### src/core/tick_pkg.sv
// constants and types shared by the periodic tick timer
package tick_pkg;

  // ==========================================================
  // widths
  localparam int ADDR_W = 8;
  localparam int DATA_W = 32;
  localparam int CNT_W = 24;
  localparam int SEL_W = 4;
  localparam int RELOAD_BYTES = 3;

  // ==========================================================
  // register byte offsets
  localparam logic [7:0] CTRL_OFS = 8'h00;
  localparam logic [7:0] RELOAD_OFS = 8'h04;
  localparam logic [7:0] CURRENT_OFS = 8'h08;

  // ==========================================================
  // control/status field positions
  localparam int ENABLE_BIT = 0;
  localparam int IRQ_EN_BIT = 1;
  localparam int SRC_BIT = 2;
  localparam int FLAG_BIT = 16;

  // ==========================================================
  // values after reset and fixed values
  localparam logic ENABLE_RST = 1'b0;
  localparam logic IRQ_EN_RST = 1'b0;
  localparam logic FLAG_RST = 1'b0;
  localparam logic SRC_CORE_CLK = 1'b1;
  localparam logic [CNT_W-1:0] RELOAD_RST = 24'h000000;
  localparam logic [CNT_W-1:0] CNT_RST = 24'h000000;
  localparam logic [CNT_W-1:0] CNT_ONE = 24'h000001;
  localparam logic [DATA_W-1:0] RDATA_RST = 32'h00000000;

  // ==========================================================
  // bus front states
  typedef enum logic {WB_IDLE, WB_ACK} wb_state_t;

endpackage

### src/core/tick_wb_front.sv
// classic wishbone slave handshake for the tick timer registers
`timescale 1ns/1ns
`default_nettype none
module tick_wb_front
  import tick_pkg::*;
(
  // clock, reset, enable
  input wire logic sys_clk_in,
  input wire logic rst_n_in,
  input wire logic ce_in,
  // bus request
  input wire logic wb_cyc_in,
  input wire logic wb_stb_in,
  // handshake
  output logic req_out,
  output logic ack_out
);

  // ==========================================================
  // state
  wb_state_t state;
  wb_state_t next_state;

  // a request is taken once; ack follows on the next edge
  assign req_out = ce_in && wb_cyc_in && wb_stb_in && (state == WB_IDLE);
  assign ack_out = (state == WB_ACK);

  always_comb begin
    next_state = state;
    case (state)
      WB_IDLE: begin
        if (req_out) begin
          next_state = WB_ACK;
        end
      end
      WB_ACK: begin
        next_state = WB_IDLE;
      end
      default: begin
        next_state = WB_IDLE;
      end
    endcase
  end

  always_ff @(posedge sys_clk_in or negedge rst_n_in) begin
    if (!rst_n_in) begin
      state <= WB_IDLE;
    end else if (ce_in) begin
      state <= next_state;
    end
  end

endmodule
`default_nettype wire

### src/core/periodic_tick_timer.sv
// 24-bit periodic down-counting tick timer with wishbone registers
//
// Function
// - flag bit 16 reads 1 if zero was reached since last read; read clears
// - debugger read clears the flag only when master type is 0
// - source select bit 2: 0 external reference, 1 core clock
// - no reference clock here, so source select is held at 1
// - interrupt enable clear: reaching zero raises no interrupt request
// - interrupt enable set: each count to zero pends the tick exception
// - enable bit 0 clear stops the counter
// - enabled: load reload, count down, flag, optional pend, reload, repeat
// - reload is 24 bits in 23:0; bits 31:24 read-only
// - reload value 0 accepted but gives no flag or interrupt
// - repeating period is reload plus one count clocks
// - current value read returns the counter at the access
// - any current value write clears counter and flag
// - only control/status, reload and current value registers exist
// - counter holds while the core is halted in debug
// - writing current value never triggers the tick exception
// - reload of zero stops the counter at the next wrap
//
// Local design decisions: the address map and register access over Wishbone.
`timescale 1ns/1ns
`default_nettype none
module periodic_tick_timer
  import tick_pkg::*;
(
  // clock, reset, enable
  input wire logic sys_clk_in,
  input wire logic rst_n_in,
  input wire logic ce_in,
  // wishbone slave
  input wire logic wb_cyc_in,
  input wire logic wb_stb_in,
  input wire logic wb_we_in,
  input wire logic [ADDR_W-1:0] wb_adr_in,
  input wire logic [SEL_W-1:0] wb_sel_in,
  input wire logic [DATA_W-1:0] wb_dat_in,
  output logic [DATA_W-1:0] wb_dat_out,
  output logic wb_ack_out,
  // debug side
  input wire logic dbg_access_in,
  input wire logic debug_master_type_in,
  input wire logic core_halted_in,
  // to the interrupt controller
  output logic tick_irq_out
);

  // ==========================================================
  // bus front
  logic req;
  logic ack;

  tick_wb_front front (
    .sys_clk_in(sys_clk_in),
    .rst_n_in(rst_n_in),
    .ce_in(ce_in),
    .wb_cyc_in(wb_cyc_in),
    .wb_stb_in(wb_stb_in),
    .req_out(req),
    .ack_out(ack)
  );

  assign wb_ack_out = ack;

  // ==========================================================
  // state
  logic enable;
  logic irq_en;
  logic flag;
  logic irq;
  logic [CNT_W-1:0] reload;
  logic [CNT_W-1:0] cnt;
  logic [DATA_W-1:0] rdata;
  logic next_enable;
  logic next_irq_en;
  logic next_flag;
  logic next_irq;
  logic [CNT_W-1:0] next_reload;
  logic [CNT_W-1:0] next_cnt;
  logic [DATA_W-1:0] next_rdata;

  // ==========================================================
  // address decode
  logic hit_ctrl;
  logic hit_reload;
  logic hit_cur;
  logic wr_ctrl;
  logic rd_ctrl;
  logic wr_reload;
  logic wr_cur;
  logic flag_clr;
  logic count_step;
  logic hit_zero;
  logic [DATA_W-1:0] ctrl_word;

  assign hit_ctrl = (wb_adr_in == CTRL_OFS);
  assign hit_reload = (wb_adr_in == RELOAD_OFS);
  assign hit_cur = (wb_adr_in == CURRENT_OFS);
  assign wr_ctrl = req && wb_we_in && hit_ctrl;
  assign rd_ctrl = req && !wb_we_in && hit_ctrl;
  assign wr_reload = req && wb_we_in && hit_reload;
  assign wr_cur = req && wb_we_in && hit_cur;

  // application reads clear; debugger reads only with master type 0
  assign flag_clr = rd_ctrl && (!dbg_access_in || !debug_master_type_in);

  // halted core or disabled counter holds the count
  assign count_step = ce_in && enable && !core_halted_in && !wr_cur;

  // events only on the step from one to zero
  assign hit_zero = count_step && (cnt == CNT_ONE);

  // source select always reads as core clock
  always_comb begin
    ctrl_word = RDATA_RST;
    ctrl_word[ENABLE_BIT] = enable;
    ctrl_word[IRQ_EN_BIT] = irq_en;
    ctrl_word[SRC_BIT] = SRC_CORE_CLK;
    ctrl_word[FLAG_BIT] = flag;
  end

  // ==========================================================
  // reload byte lanes
  genvar lane;
  generate
    for (lane = 0; lane < RELOAD_BYTES; lane++) begin : g_lane
      // bits 31:24 have no storage, so writes there are dropped
      assign next_reload[8*lane +: 8] =
        (wr_reload && wb_sel_in[lane]) ? wb_dat_in[8*lane +: 8]
                                       : reload[8*lane +: 8];
    end
  endgenerate

  // ==========================================================
  // next values
  always_comb begin
    next_enable = enable;
    next_irq_en = irq_en;
    if (wr_ctrl && wb_sel_in[0]) begin
      next_enable = wb_dat_in[ENABLE_BIT];
      next_irq_en = wb_dat_in[IRQ_EN_BIT];
    end
  end

  always_comb begin
    next_cnt = cnt;
    if (wr_cur) begin
      next_cnt = CNT_RST;
    end else if (count_step) begin
      if (cnt == CNT_RST) begin
        // wrap; a zero reload keeps the counter parked at zero
        next_cnt = reload;
      end else begin
        next_cnt = cnt - CNT_ONE;
      end
    end
  end

  always_comb begin
    next_flag = flag;
    if (flag_clr || wr_cur) begin
      next_flag = 1'b0;
    end
    if (hit_zero) begin
      next_flag = 1'b1;
    end
    // one-cycle pend; a current value write blocks hit_zero
    next_irq = hit_zero && irq_en;
  end

  always_comb begin
    next_rdata = rdata;
    if (req) begin
      next_rdata = RDATA_RST;
      if (!wb_we_in) begin
        if (hit_ctrl) begin
          next_rdata = ctrl_word;
        end else if (hit_reload) begin
          next_rdata[CNT_W-1:0] = reload;
        end else if (hit_cur) begin
          next_rdata[CNT_W-1:0] = cnt;
        end
      end
    end
  end

  // ==========================================================
  // registers
  always_ff @(posedge sys_clk_in or negedge rst_n_in) begin
    if (!rst_n_in) begin
      enable <= ENABLE_RST;
      irq_en <= IRQ_EN_RST;
      flag <= FLAG_RST;
      irq <= 1'b0;
      reload <= RELOAD_RST;
      cnt <= CNT_RST;
      rdata <= RDATA_RST;
    end else if (ce_in) begin
      enable <= next_enable;
      irq_en <= next_irq_en;
      flag <= next_flag;
      irq <= next_irq;
      reload <= next_reload;
      cnt <= next_cnt;
      rdata <= next_rdata;
    end
  end

  assign wb_dat_out = rdata;
  assign tick_irq_out = irq;
endmodule
`default_nettype wire

### config.mk
export PLATFORM = sky130hd
export DESIGN_NAME = periodic_tick_timer
export DESIGN_NICKNAME = d
export VERILOG_FILES = /design/src/core/tick_pkg.sv /design/src/core/tick_wb_front.sv /design/src/core/periodic_tick_timer.sv
export SDC_FILE = /design/constraint.sdc
export NUM_CORES = 1
export LEC_CHECK = 0
export ABC_AREA = 1
export ABC_CLOCK_PERIOD_IN_PS = 2100
export BUFFER_PORTS_ARGS = -buffer_cell sky130_fd_sc_hd__buf_2
export CAP_MARGIN = 40
export CORE_AREA = 3 3 96 98
export CTS_BUF_LIST = sky130_fd_sc_hd__clkbuf_8
export DETAILED_ROUTE_END_ITERATION = 16
export DIE_AREA = 0 0 99 101
export PLACE_DENSITY_LB_ADDON = 0.2
export REMOVE_ABC_BUFFERS = 1
export SYNTH_ARGS = -nofsm -noshare
export SYNTH_HDL_FRONTEND = slang
export SYNTH_SLANG_ARGS = --single-unit
### constraint.sdc
create_clock -name sys_clk_in -period 2.1 [get_ports sys_clk_in]
set_clock_uncertainty 0.05 [all_clocks]
set_input_delay 0.42 -clock sys_clk_in [delete_from_list [all_inputs] [get_ports sys_clk_in]]
set_output_delay 0.42 -clock sys_clk_in [all_outputs]
set_load 0.05 [all_outputs]
==> impl_results.rst, run 1 <==
.. list-table::
   :header-rows: 1

   * - Metric
     - Value
   * - Num CTS Buffers
     - 9
   * - Count of cells resized by post-cts repair
     - 0
   * - Final design area excluding fillers
     - 5280 sq um
   * - Kind of capture point of the worst setup path
     - flip-flop
   * - Register cell area after layout
     - 1930 sq um
   * - Number of warnings issued by yosys
     - 0
   * - Power per cell area
     - 653 nW/um^2
   * - Cell leakage power
     - 0.00279 uW
   * - Total routing resource utilization after global routing
     - 24.0%
   * - Syn Inst Count
     - 643
   * - Worst Tran Pin Value
     - 519 ps
   * - Commonest register cell after synthesis
     - sky130_fd_sc_hd__dfrtp_1
   * - Maximum vdd ir drop
     - 0.000443 V
   * - Number of setup violations in the final report
     - 0
   * - Register-to-register setup slack
     - 320 ps
   * - Final Hold Fails
     - 0
   * - Number of iterations in the first detailed-routing pass
     - 5
   * - Routed via count
     - 4,254
   * - Global-route wire length before repair
     - 19,300 um
   * - Remaining routing DRC violations
     - 0
   * - Worst slew margin relative to its limit
     - 65.4%
   * - Boundary pin count
     - 87
   * - Slowest Stage Delay on Critical Path
     - 410 ps
   * - Number of DRC markers after the initial detailed-route iteration
     - 243
   * - Biggest area contributors in the synthesized netlist
     - sky130_fd_sc_hd__dfrtp_1 42%, sky130_fd_sc_hd__nand2_1 18%, sky130_fd_sc_hd__inv_1 5.0%
   * - Count leader, synth
     - sky130_fd_sc_hd__nand2_1
   * - Accumulated negative setup slack
     - 0 ps
   * - Fin util
     - 61.8%
   * - Die Footprint
     - 10000 sq um
   * - Arr. time, crit path
     - 2000 ps
   * - Antenna violations before repair
     - 0
   * - Dpl hpwl
     - 8190 um
   * - Maximum buffer depth of the clock tree
     - 2
   * - Library cell with the largest summed area after synthesis
     - sky130_fd_sc_hd__dfrtp_1
   * - Global Route met1 Usage
     - 32.3%
   * - Total placed instance area
     - 5020 sq um
   * - Post-CTS Setup Inserts
     - 0
   * - Final worst path period need
     - 1780 ps
   * - Number of maximum-capacitance constraint violations
     - 0
   * - Routed via count divided by cell count
     - 5.14
   * - Overall die width
     - 99 um
   * - Initial Utilization
     - 53.7%
   * - Period Utilization, post-route
     - 84.6%
   * - NumNets Final
     - 771
   * - Post-synth ARST share
     - 100%
   * - Result of the run
     - finished clean
   * - Pin count of the biggest net entering global routing
     - 40
   * - Most numerous cell types in the synthesized netlist
     - 226 x sky130_fd_sc_hd__nand2_1, 77 x sky130_fd_sc_hd__dfrtp_1, 61 x sky130_fd_sc_hd__inv_1, 54 x sky130_fd_sc_hd__nor2_1, 42 x sky130_fd_sc_hd__o21ai_1
   * - DRT Wirelength
     - 11,100 um
   * - Most Crowded Layer GR
     - met2
   * - Largest fanout of any net on the critical path
     - 11
   * - Row cnt
     - 34
   * - Achievable clock frequency
     - 563 MHz
   * - Layout cell share with drive strength beyond 1
     - 20.4%
   * - Mean post-synth cell area
     - 7.15 sq um
   * - Type of element launching the critical path
     - flip-flop
   * - Kind of path behind the tightest hold check
     - primary input to flip-flop
   * - Area of the core region
     - 8550 sq um
   * - Cells traversed along the worst timing path
     - inv_1 -> nand3_4 -> nor2_2 -> inv_2 -> nor2_2 -> buf_6 -> nand2_1 -> o21ai_1
   * - Antenna fix cells
     - 0
   * - # H-tree levels
     - 3
   * - Total of flip-flops plus latches after synthesis
     - 77
   * - Vias in the first global route
     - 4,134
   * - GRT Residual Overflow
     - 0
   * - Clock Pin Slew Worst Setup and Hold Paths
     - 90 ps
   * - Critical path data required time
     - 2330 ps
   * - Number of input and output port buffers inserted
     - 69
   * - Number of filler cells placed in the layout
     - 798
   * - Clk Latency, worst-skew pair
     - 360 ps
   * - Cell with the most instances on the worst path
     - sky130_fd_sc_hd__nor2_2
   * - Area delta synth->final
     - 14.9%
   * - Root Buffer Master
     - sky130_fd_sc_hd__clkbuf_8
   * - CTS tree
     - done
   * - Count of clock tree sinks
     - 77
   * - Number of library cell types mapped by synthesis
     - 26
   * - Critical-path cell with the highest stage delay
     - sky130_fd_sc_hd__nor2_2
   * - Number of flops mapped to enable cells by yosys
     - 0
   * - Unrepaired setup endpoints after global routing
     - false
   * - Fraction of met3 tracks used by global routing
     - 4.71%
   * - Proportion of synthesized chip area in sequential cells
     - 41.9%
   * - Met2 track demand over resource in global routing
     - 39.5%
   * - Average wire length per cell after detail routing
     - 13.5 um
   * - Share of the synthesized area in the top cell type
     - 41.9%
   * - Die Height
     - 101 um
   * - CP Class
     - flip-flop to flip-flop
   * - Total area of multi-input combinational cells
     - 2220 sq um
   * - Routability Congestion
     - 0.945
   * - Post-synthesis instance area
     - 4600 sq um
   * - Pins over their slew limit
     - 0
   * - Antenna violation net count after detailed routing
     - 0
-- layout by cell type, fill, tap and decap left out --
cell	instances
sky130_fd_sc_hd__conb_1	8
sky130_fd_sc_hd__nor3_1	2
sky130_fd_sc_hd__clkinv_2	1
sky130_fd_sc_hd__xor2_1	1
sky130_fd_sc_hd__dlygate4sd3_1	1
sky130_fd_sc_hd__nand2_2	4
sky130_fd_sc_hd__buf_4	16
sky130_fd_sc_hd__nand3b_1	3
sky130_fd_sc_hd__nor2_1	54
sky130_fd_sc_hd__clkinvlp_4	2
sky130_fd_sc_hd__nand3_4	1
sky130_fd_sc_hd__nor2_2	16
sky130_fd_sc_hd__clkbuf_8	10
sky130_fd_sc_hd__buf_2	68
sky130_fd_sc_hd__nand3_1	38
sky130_fd_sc_hd__bufinv_16	3
sky130_fd_sc_hd__nand3_2	15
sky130_fd_sc_hd__xnor2_1	4
sky130_fd_sc_hd__nor2_4	4
sky130_fd_sc_hd__a21oi_1	27
sky130_fd_sc_hd__inv_1	61
sky130_fd_sc_hd__nand4_1	18
sky130_fd_sc_hd__o21ai_0	8
sky130_fd_sc_hd__dfrtp_1	77
sky130_fd_sc_hd__ha_1	3
sky130_fd_sc_hd__buf_6	1
sky130_fd_sc_hd__o21ai_1	42
sky130_fd_sc_hd__inv_2	5
sky130_fd_sc_hd__nand2_1	226
sky130_fd_sc_hd__buf_12	1
-- registers in the layout, summed over array words and instances (netlist names) --
| register | cells |
|---|---|
| reload | 24 |
| irq_en | 1 |
| tick_irq_out | 1 |
| wb_dat_out | 24 |
| enable | 1 |
| flag | 1 |
| cnt | 24 |
| front.ack_out | 1 |
-- power breakdown --
part           leakage, uW  internal [uW]  switching, uW
clock             0.000119            820            564
sequential        0.000996           1500           16.1
combinational      0.00167            173            379
total              0.00279           2490            958
-- path summary, 6_finish.rpt --
kind | start | to | depth (start not counted)
setup / recovery | front.ack_out | wb_dat_out[22] | 8
hold / removal | wb_dat_in[16] | reload[16] | 3
setup reg to reg | front.ack_out | wb_dat_out[22] | 8
hold reg to reg | wb_dat_out[16] | wb_dat_out[16] | 2
max in group asynchronous | rst_n_in | cnt[7] | 3
min in group asynchronous | rst_n_in | wb_dat_out[1] | 2
-- layer usage --
| metal | part of all wire [%] | vias to the layer above |
|---|---|---|
| met3 | 5.5 | 14 |
| li1 | - | 2164 |
| met2 | 47 | 141 |
| met1 | 46 | 1935 |
| met4 | 1.2 | 0 |
| met5 | 0 | - |
-- final cells by class --
cell class,count,area share (%)
Clock buffer,10,2.61
Clock inverter,6,2.09
Inverter,66,4.69
Multi-Input combinational cell,474,42.1
Sequential cell,77,36.5
Tap cell,108,2.56
Timing Repair Buffer,87,9.50
-- worst max-delay path, delay by kind of cell, from the launching register on --
family,cells,cell delay (ps)
buffers and inverters,3,430
AND/OR/NAND/NOR,4,700
AO/OA/AOI/OAI,1,140
flip-flops,1,380
-- through the flow --
stage / worst slack (ps) / power (uW) / instances / hold WS, ps
6_report: 323 / 3450 / 828 / 216
5_1_grt: 139 / 3600 / 828 / 204
4_1_cts: 297 / 3460 / 828 / 208
3_5_place_dp: 128 / 2080 / 811 / 377
3_3_place_gp: 49.1 / 2080 / 810 / 380
2_1_floorplan: -122 / 1890 / 617 / 74.4
-- kinds of logic after synthesis --
| group | after synthesis | synth area share (%) |
|---|---|---|
| AO/OA/AOI/OAI | 77 | 8.39 |
| flip-flops | 77 | 41.9 |
| AND/OR/NAND/NOR | 381 | 37.5 |
| XOR/XNOR | 5 | 0.953 |
| buffers and inverters | 99 | 10.3 |
| other | 1 | 0.0816 |
| adder cells (fa/ha/maj) | 3 | 0.817 |
-- timing repair --
item / in CTS / in global routing
endpoints found under the hold margin: 12 / 0
hold buffers: 1 / 0
endpoints found under the setup margin: 0 / 0
(Power assumes the default switching activity.)
==> run 2, diff against run 1 <==
ABC_AREA = 0   (was 1)
ABC_CLOCK_PERIOD_IN_PS = 1490   (was 2100)
CORE_AREA = 3 3 94 96   (was 3 3 96 98)
DIE_AREA = 0 0 97 99   (was 0 0 99 101)
clock period = 1.49 ns   (was 2.1 ns; I/O delays follow)
==> impl_results.rst, run 2 <==
.. list-table::
   :header-rows: 1

   * - Metric
     - Value
   * - Overall die width
     - 97 um (-2.0%)
   * - Post-synthesis instance area
     - 4070 sq um (-11%)
   * - Number of setup violations in the final report
     - 62 (+62)
   * - Average wire length per cell after detail routing
     - 18.7 um (+39%)
   * - Initial Utilization
     - 50.1% (-3.7 points)
   * - Final design area excluding fillers
     - 5790 sq um (+9.7%)
   * - Number of warnings issued by yosys
     - 0 (unchanged)
   * - Number of library cell types mapped by synthesis
     - 58 (+120%)
   * - Final Hold Fails
     - 0 (unchanged)
   * - Net switching share of the total power
     - 26.7% (-1.1 points)
   * - Hold slack final
     - 113 ps (-103 ps)
   * - Achievable clock frequency
     - 459 MHz (-18%)
   * - Area of the core region
     - 8130 sq um (-4.9%)
   * - Pin count of the biggest net entering global routing
     - 78 (+95%)
   * - Antenna violations before repair
     - 0 (unchanged)
   * - Area delta synth->final
     - 42.2%
   * - Leading cell types in the layout, fill and taps excluded
     - 82 x sky130_fd_sc_hd__buf_4, 77 x sky130_fd_sc_hd__dfrtp_1, 66 x sky130_fd_sc_hd__buf_2
   * - Unrepaired setup endpoints after global routing
     - true
   * - # H-tree levels
     - 3 (unchanged)
   * - Hold path depth
     - 2 (-1)
   * - Arr. time, crit path
     - 2380 ps (+380 ps)
   * - Biggest area contributors in the synthesized netlist
     - sky130_fd_sc_hd__dfrtp_1 47%, sky130_fd_sc_hd__mux2_2 6.9%, sky130_fd_sc_hd__nand2_1 4.9%
   * - Worst reg2reg path depth
     - 5 (-3)
   * - Result of the run
     - complete, but fails checks
   * - Critical-path cell with the highest stage delay
     - sky130_fd_sc_hd__or4_4
   * - Mean post-synth cell area
     - 9.79 sq um (+37%)
   * - Share of the synthesized area in the top cell type
     - 47.3% (+5.4 points)
   * - Clock Pin Slew Worst Setup and Hold Paths
     - 80 ps (about the same)
   * - Critical path data required time
     - 1690 ps (-640 ps)
   * - Die Footprint
     - 9600 sq um (-4.0%)
   * - Register-to-register setup slack
     - -690 ps (-1010 ps)
   * - Post-Place Cells
     - 658 (-19%)
   * - Count leader, synth
     - sky130_fd_sc_hd__dfrtp_1
   * - Number of flops mapped to enable cells by yosys
     - 0 (unchanged)
   * - Boundary pin count
     - 87 (unchanged)
   * - Power per cell area
     - 676 nW/um^2 (+3.6%)
   * - Share of power burned in registers
     - 53.7% (+9.8 points)
   * - Syn Inst Count
     - 416 (-35%)
   * - Post-synth ARST share
     - 100% (unchanged)
   * - Total placed instance area
     - 5160 sq um (+2.8%)
   * - Hold-critical path endpoint
     - reload[3]
   * - Routed via count divided by cell count
     - 5.97 (+16%)
   * - Most numerous cell types in the synthesized netlist
     - 77 x sky130_fd_sc_hd__dfrtp_1, 53 x sky130_fd_sc_hd__nand2_1, 34 x sky130_fd_sc_hd__o21ai_0, 25 x sky130_fd_sc_hd__mux2_2, 22 x sky130_fd_sc_hd__a21oi_1
   * - NumNets Final
     - 628 (-19%)
   * - Proportion of power drawn by combinational gates
     - 8.8% (-7.2 points)
   * - Global-route wire length before repair
     - 20,800 um (+7.5%)
   * - Proportion of synthesized chip area in sequential cells
     - 47.3% (+5.4 points)
   * - Maximum vdd ir drop
     - 0.000427 V (-3.7%)
   * - Most common cell after layout, fill and taps aside
     - sky130_fd_sc_hd__buf_4
   * - Antenna fix cells
     - 0 (unchanged)
   * - Startpoint of the worst-slack reg-to-reg timing path
     - cnt[10]
   * - Row cnt
     - 33 (-2.9%)
   * - Maximum buffer depth of the clock tree
     - 2 (unchanged)
   * - Num CTS Buffers
     - 9 (unchanged)
   * - Library cell with the largest summed area after synthesis
     - sky130_fd_sc_hd__dfrtp_1
   * - Violations in the final reports
     - setup timing
   * - Routability Congestion
     - 0.949 (+0.40%)
   * - Kind of capture point of the worst setup path
     - flip-flop
   * - Type of element launching the critical path
     - flip-flop
   * - Routed via count
     - 4,072 (-4.3%)
   * - Number of maximum-capacitance constraint violations
     - 0 (unchanged)
   * - Number of DRC markers after the initial detailed-route iteration
     - 252 (+3.7%)
   * - Internal portion of total power
     - 2870 uW (+15%)
   * - Pins over their slew limit
     - 0 (unchanged)
   * - Hold Startpoint
     - wb_dat_in[3]
   * - GRT Residual Overflow
     - 0 (unchanged)
   * - Total routing resource utilization after global routing
     - 26.8% (+2.8 points)
   * - Final worst path period need
     - 2180 ps (+403 ps)
   * - CTS tree
     - done
   * - Root Buffer Master
     - sky130_fd_sc_hd__clkbuf_8
   * - Remaining routing DRC violations
     - 0 (unchanged)
   * - Slowest Stage Delay on Critical Path
     - 570 ps (+160 ps)
   * - Critical R2R Capture
     - cnt[13]
   * - Die Height
     - 99 um (-2.0%)
   * - Cells traversed along the worst timing path
     - or4_4 -> nor4_4 -> nand2_2 -> o311a_1 -> o21a_1
   * - Power spent charging and discharging nets
     - 1050 uW (+9.2%)
   * - Antenna violation net count after detailed routing
     - 0 (unchanged)
   * - Largest fanout of any net on the critical path
     - 6 (-5)
   * - Kind of path behind the tightest hold check
     - primary input to flip-flop
   * - Number of non-filler instances in the completed layout
     - 682 (-18%)
   * - Period Utilization, post-route
     - 146% (+62 points)
   * - Number of iterations in the first detailed-routing pass
     - 5 (unchanged)
   * - Vias in the first global route
     - 4,124 (-0.24%)
   * - Number of input and output port buffers inserted
     - 69 (unchanged)
   * - Total of flip-flops plus latches after synthesis
     - 77 (unchanged)
   * - DRT Wirelength
     - 12,800 um (+15%)
   * - Final critical-path setup slack
     - -690 ps (-1010 ps)
   * - Count of clock tree sinks
     - 77 (unchanged)
   * - CP Class
     - flip-flop to flip-flop
   * - Dpl hpwl
     - 8880 um (+8.5%)
   * - Commonest register cell after synthesis
     - sky130_fd_sc_hd__dfrtp_1
   * - Cell leakage power
     - 0.00272 uW (-2.5%)
   * - Clk Latency, worst-skew pair
     - 360 ps (about the same)
   * - Power share of the clock group
     - 37.5% (-2.6 points)
   * - Layout cell share with drive strength beyond 1
     - 45.6% (+25 points)
-- run 2: cell count changes after synthesis, sizes merged, moves of 8 or more --
cell    previous run  this run
buf               30        14
clkbuf             3        19
o21ai             50        34
nand3             54        19
or3                0        10
inv               66         7
nand4             18         5
nand2            230        54
or4                0         8
o22ai              0        11
nor2              74        17
mux2               0        25
a22oi              0        20
-- run 2: what timing repair did --
action,in CTS,in global routing
gates resized for setup,67,35
buffers inserted,7,0
setup endpoints to repair,72,75
pin swaps,19,15
endpoints found under the hold margin,77,0
hold buffers,1,0
gates cloned,1,1
-- run 2: area by class of cell --
class | count | area (sq um)
clock buffers | 10 | 138
well taps | 105 | 131
repair buffers | 171 | 1260
clock inverters | 6 | 40.0
multi-input cells | 306 | 2270
inverters | 7 | 26.3
flip-flops and latches | 77 | 1930
fillers | 639 | 2340
-- run 2: metrics by stage --
step                      power (uW)  setup TNS, ps  setup WS (ps)  utilization [%]
final                           3910         -20270           -690             71.2
after floorplan                 2260         -88300          -1860                -
after global routing            4040         -24940           -739             71.2
after global placement          2440         -37020           -719             63.5
after detailed placement        2450         -38970           -720             63.5
after CTS                       3920         -18640           -657             69.0
-- run 2: worst max-delay path, delay by kind of cell, from the launching register on --
family	cells	cell delay (ps)
compound gates	2	480
flops	1	390
simple gates	3	1160
-- run 2: logic make-up after synthesis --
family / Yosys count / share of synthesized area (%)
buffers and inverters: 40 / 5.04
muxes: 32 / 8.63
AOI/OAI and AO/OA: 118 / 18.5
DFF: 77 / 47.3
and+or+nand+nor: 145 / 19.5
other: 1 / 0.0921
adders and majority gates: 3 / 0.922
-- run 2: worst max-delay path by stage --
stage / startpoint / to / slack [ps] / depth (start not counted)
after CTS: cnt[10] / flag / -660 / 7
final: cnt[10] / cnt[13] / -690 / 5
after detailed placement: cnt[4] / flag / -720 / 7
after floorplan: wb_adr_in[5] / reload[10] / -1860 / 5
after global routing: cnt[10] / cnt[4] / -740 / 6
after global placement: cnt[4] / tick_irq_out / -720 / 7
-- run 2: routing by layer --
| layer | vias up | part of all wire [%] | track usage (%) |
|---|---|---|---|
| met4 | 0 | 2.4 | 10.5 |
| li1 | 1841 | - | - |
| met3 | 28 | 5.9 | 3.33 |
| met5 | - | 0 | 0 |
| met1 | 2015 | 43 | 36.1 |
| met2 | 188 | 48 | 44.5 |
-- run 2: power groups by stage --
stage	clock network (uW)	logic [uW]	registers [uW]
after floorplan	0	107	2150
after global placement	0	300	2140
after detailed placement	0	304	2140
after CTS	1490	328	2100
after global routing	1570	374	2100
final	1470	343	2100
==> run 3, diff against run 2 <==
ABC_CLOCK_PERIOD_IN_PS = 2550   (was 1490)
CORE_AREA = 3 3 91 93   (was 3 3 94 96)
DIE_AREA = 0 0 94 96   (was 0 0 97 99)
clock period = 2.55 ns   (was 1.49 ns; I/O delays follow)
==> impl_results.rst, run 3 (synthesized netlist as in run 2, its figures left out) <==
.. list-table::
   :header-rows: 1

   * - Metric
     - Value
   * - Average wire length per cell after detail routing
     - 17.0 um (-9.4%)
   * - Register-to-register setup slack
     - 210 ps (+900 ps)
   * - Achievable clock frequency
     - 426 MHz (-7.0%)
   * - Count of cells resized by post-cts repair
     - 0 (-100%)
   * - Area of the core region
     - 7610 sq um (-6.5%)
   * - Pins over their slew limit
     - 0 (unchanged)
   * - Maximum buffer depth of the clock tree
     - 2 (unchanged)
   * - Die Height
     - 96 um (-3.0%)
   * - Arr. time, crit path
     - 2590 ps (+210 ps)
   * - CP Class
     - flip-flop to flip-flop
   * - Post-Place Cells
     - 585 (-11%)
   * - Clock Pin Slew Worst Setup and Hold Paths
     - 80 ps (about the same)
   * - Layout cell share with drive strength beyond 1
     - 29.9% (-16 points)
   * - Setup Slack @ Placement
     - 84.7 ps (+805 ps)
   * - Final design area excluding fillers
     - 4770 sq um (-18%)
   * - GRT Residual Overflow
     - 0 (unchanged)
   * - Final worst path period need
     - 2340 ps (+165 ps)
   * - # H-tree levels
     - 3 (unchanged)
   * - Die Footprint
     - 9020 sq um (-6.0%)
   * - Antenna violations before repair
     - 0 (unchanged)
   * - Clk Latency, worst-skew pair
     - 360 ps (about the same)
   * - Hold-fix buffers, CTS
     - 0 (-1)
   * - DRT Wirelength
     - 10,200 um (-20%)
   * - Total routing resource utilization after global routing
     - 24.2% (-2.6 points)
   * - Most common cell after layout, fill and taps aside
     - sky130_fd_sc_hd__dfrtp_1
   * - Worst Tran Pin Value
     - 574 ps
   * - Final Hold Fails
     - 0 (unchanged)
   * - Remaining routing DRC violations
     - 0 (unchanged)
   * - Number of buffer and inverter instances along the worst setup path
     - 1 (+1)
   * - Type of element launching the critical path
     - flip-flop
   * - Root Buffer Master
     - sky130_fd_sc_hd__clkbuf_8
   * - Initial Utilization
     - 53.5% (+3.5 points)
   * - Routability Congestion
     - 0.951 (+0.14%)
   * - Kind of path behind the tightest hold check
     - primary input to async pin
   * - Post-CTS Setup Inserts
     - 0 (-7)
   * - Largest fanout of any net on the critical path
     - 6 (unchanged)
   * - Total placed instance area
     - 4590 sq um (-11%)
   * - Source of the critical timing path
     - cnt[9]
   * - Number of maximum-capacitance constraint violations
     - 0 (unchanged)
   * - Pin count of the biggest net entering global routing
     - 45 (-42%)
   * - Number of iterations in the first detailed-routing pass
     - 4 (-1)
   * - Cell leakage power
     - 0.00223 uW (-18%)
   * - Fin util
     - 62.7% (-8.5 points)
   * - Routed via count
     - 3,531 (-13%)
   * - Dpl hpwl
     - 7310 um (-18%)
   * - Row cnt
     - 32 (-3.0%)
   * - Boundary pin count
     - 87 (unchanged)
   * - Antenna fix cells
     - 0 (unchanged)
   * - Result of the run
     - finished clean
   * - Startpoint of the worst-slack reg-to-reg timing path
     - cnt[9]
   * - Critical path data required time
     - 2790 ps (+1100 ps)
   * - Kind of capture point of the worst setup path
     - flip-flop
   * - Area delta synth->final
     - 17.2%
   * - Leading cell types in the layout, fill and taps excluded
     - 77 x sky130_fd_sc_hd__dfrtp_1, 68 x sky130_fd_sc_hd__buf_2, 53 x sky130_fd_sc_hd__nand2_1
   * - CTS tree
     - done
   * - Period Utilization, post-route
     - 92.0% (-54 points)
   * - Worst reg2reg path depth
     - 6 (+1)
   * - Total power consumption of the routed design
     - 2220 uW (-43%)
   * - Overall die width
     - 94 um (-3.1%)
   * - Final critical-path setup slack
     - 205 ps (+895 ps)
   * - Vias in the first global route
     - 3,490 (-15%)
   * - Critical Path Sink
     - tick_irq_out
   * - Antenna violation net count after detailed routing
     - 0 (unchanged)
   * - Count of clock tree sinks
     - 77 (unchanged)
   * - Number of input and output port buffers inserted
     - 69 (unchanged)
   * - NumNets Final
     - 550 (-12%)
   * - Power per cell area
     - 465 nW/um^2 (-31%)
   * - Worst slew margin relative to its limit
     - 61.7%
   * - Num CTS Buffers
     - 9 (unchanged)
   * - Number of DRC markers after the initial detailed-route iteration
     - 192 (-24%)
   * - Cells traversed along the worst timing path
     - or4_4 -> nor4_4 -> buf_4 -> nand2_1 -> nor4_1 -> a22o_1
   * - Category of cells accounting for the largest share of critical-path delay
     - simple AND/OR/NAND/NOR gates
   * - Number of setup violations in the final report
     - 0 (-100%)
   * - Maximum vdd ir drop
     - 0.000248 V (-42%)
   * - Critical R2R Capture
     - tick_irq_out
   * - Unrepaired setup endpoints after global routing
     - false
   * - Routed via count divided by cell count
     - 5.88 (-1.6%)
   * - Count of cell instances traversed by the critical path
     - 6 (+1)
   * - Slowest Stage Delay on Critical Path
     - 610 ps (+40 ps)
   * - Global-route wire length before repair
     - 17,000 um (-18%)
   * - Number of non-filler instances in the completed layout
     - 601 (-12%)
   * - Critical-path cell with the highest stage delay
     - sky130_fd_sc_hd__or4_4
-- run 3: cell types whose count changed in the layout (fill, tap and decap cells not counted), sizes merged --
| cell | delta |
|---|---|
| dlygate4sd3 | -1 |
| clkinvlp | -2 |
| buf | -76 |
| clkinv | +1 |
-- run 3: through the flow --
step / setup TNS, ps / hold WS (ps)
5_1_grt: 0 / 151
2_1_floorplan: -27920 / 164
4_1_cts: 0 / 112
3_3_place_gp: 0 / 406
6_report: 0 / 98.0
3_5_place_dp: 0 / 415
-- run 3: worst min-delay path by stage --
stage	from	endpoint	slack [ps]
after floorplan	rst_n_in	cnt[0]	160
after global placement	wb_dat_out[15]	wb_dat_out[15]	410
after detailed placement	wb_dat_out[10]	wb_dat_out[10]	410
after CTS	rst_n_in	wb_dat_out[13]	110
after global routing	rst_n_in	wb_dat_out[5]	150
final	rst_n_in	wb_dat_out[13]	100
-- run 3: per-layer routing --
metal,global-route usage [%],wire length [um],up-vias
met2,39.7,4870,115
li1,-,-,1685
met3,3.52,600,15
met5,0,0,-
met4,10.1,215,0
met1,32.3,4530,1716
-- run 3: final cells by class --
cell class	instances	area (sq um)
clock buffers	11	151
repair buffers	93	541
inverters	7	26.3
fillers	662	2840
clock inverters	5	26.3
well taps	102	128
flip-flops and latches	77	1930
multi-input cells	306	1970
-- run 3: worst reg2reg max path, cell delays in order, from the launching register on --
cell                      delay, ps
sky130_fd_sc_hd__dfrtp_1        470
sky130_fd_sc_hd__or4_4          610
sky130_fd_sc_hd__nor4_4         360
sky130_fd_sc_hd__buf_4          190
sky130_fd_sc_hd__nand2_1         50
sky130_fd_sc_hd__nor4_1         360
sky130_fd_sc_hd__a22o_1         200
-- run 3: where the power goes --
group,internal (uW),total (uW),switching [uW]
logic,47.6,152,104
registers,1220,1230,3.96
clock network,398,839,441
total,1670,2220,550
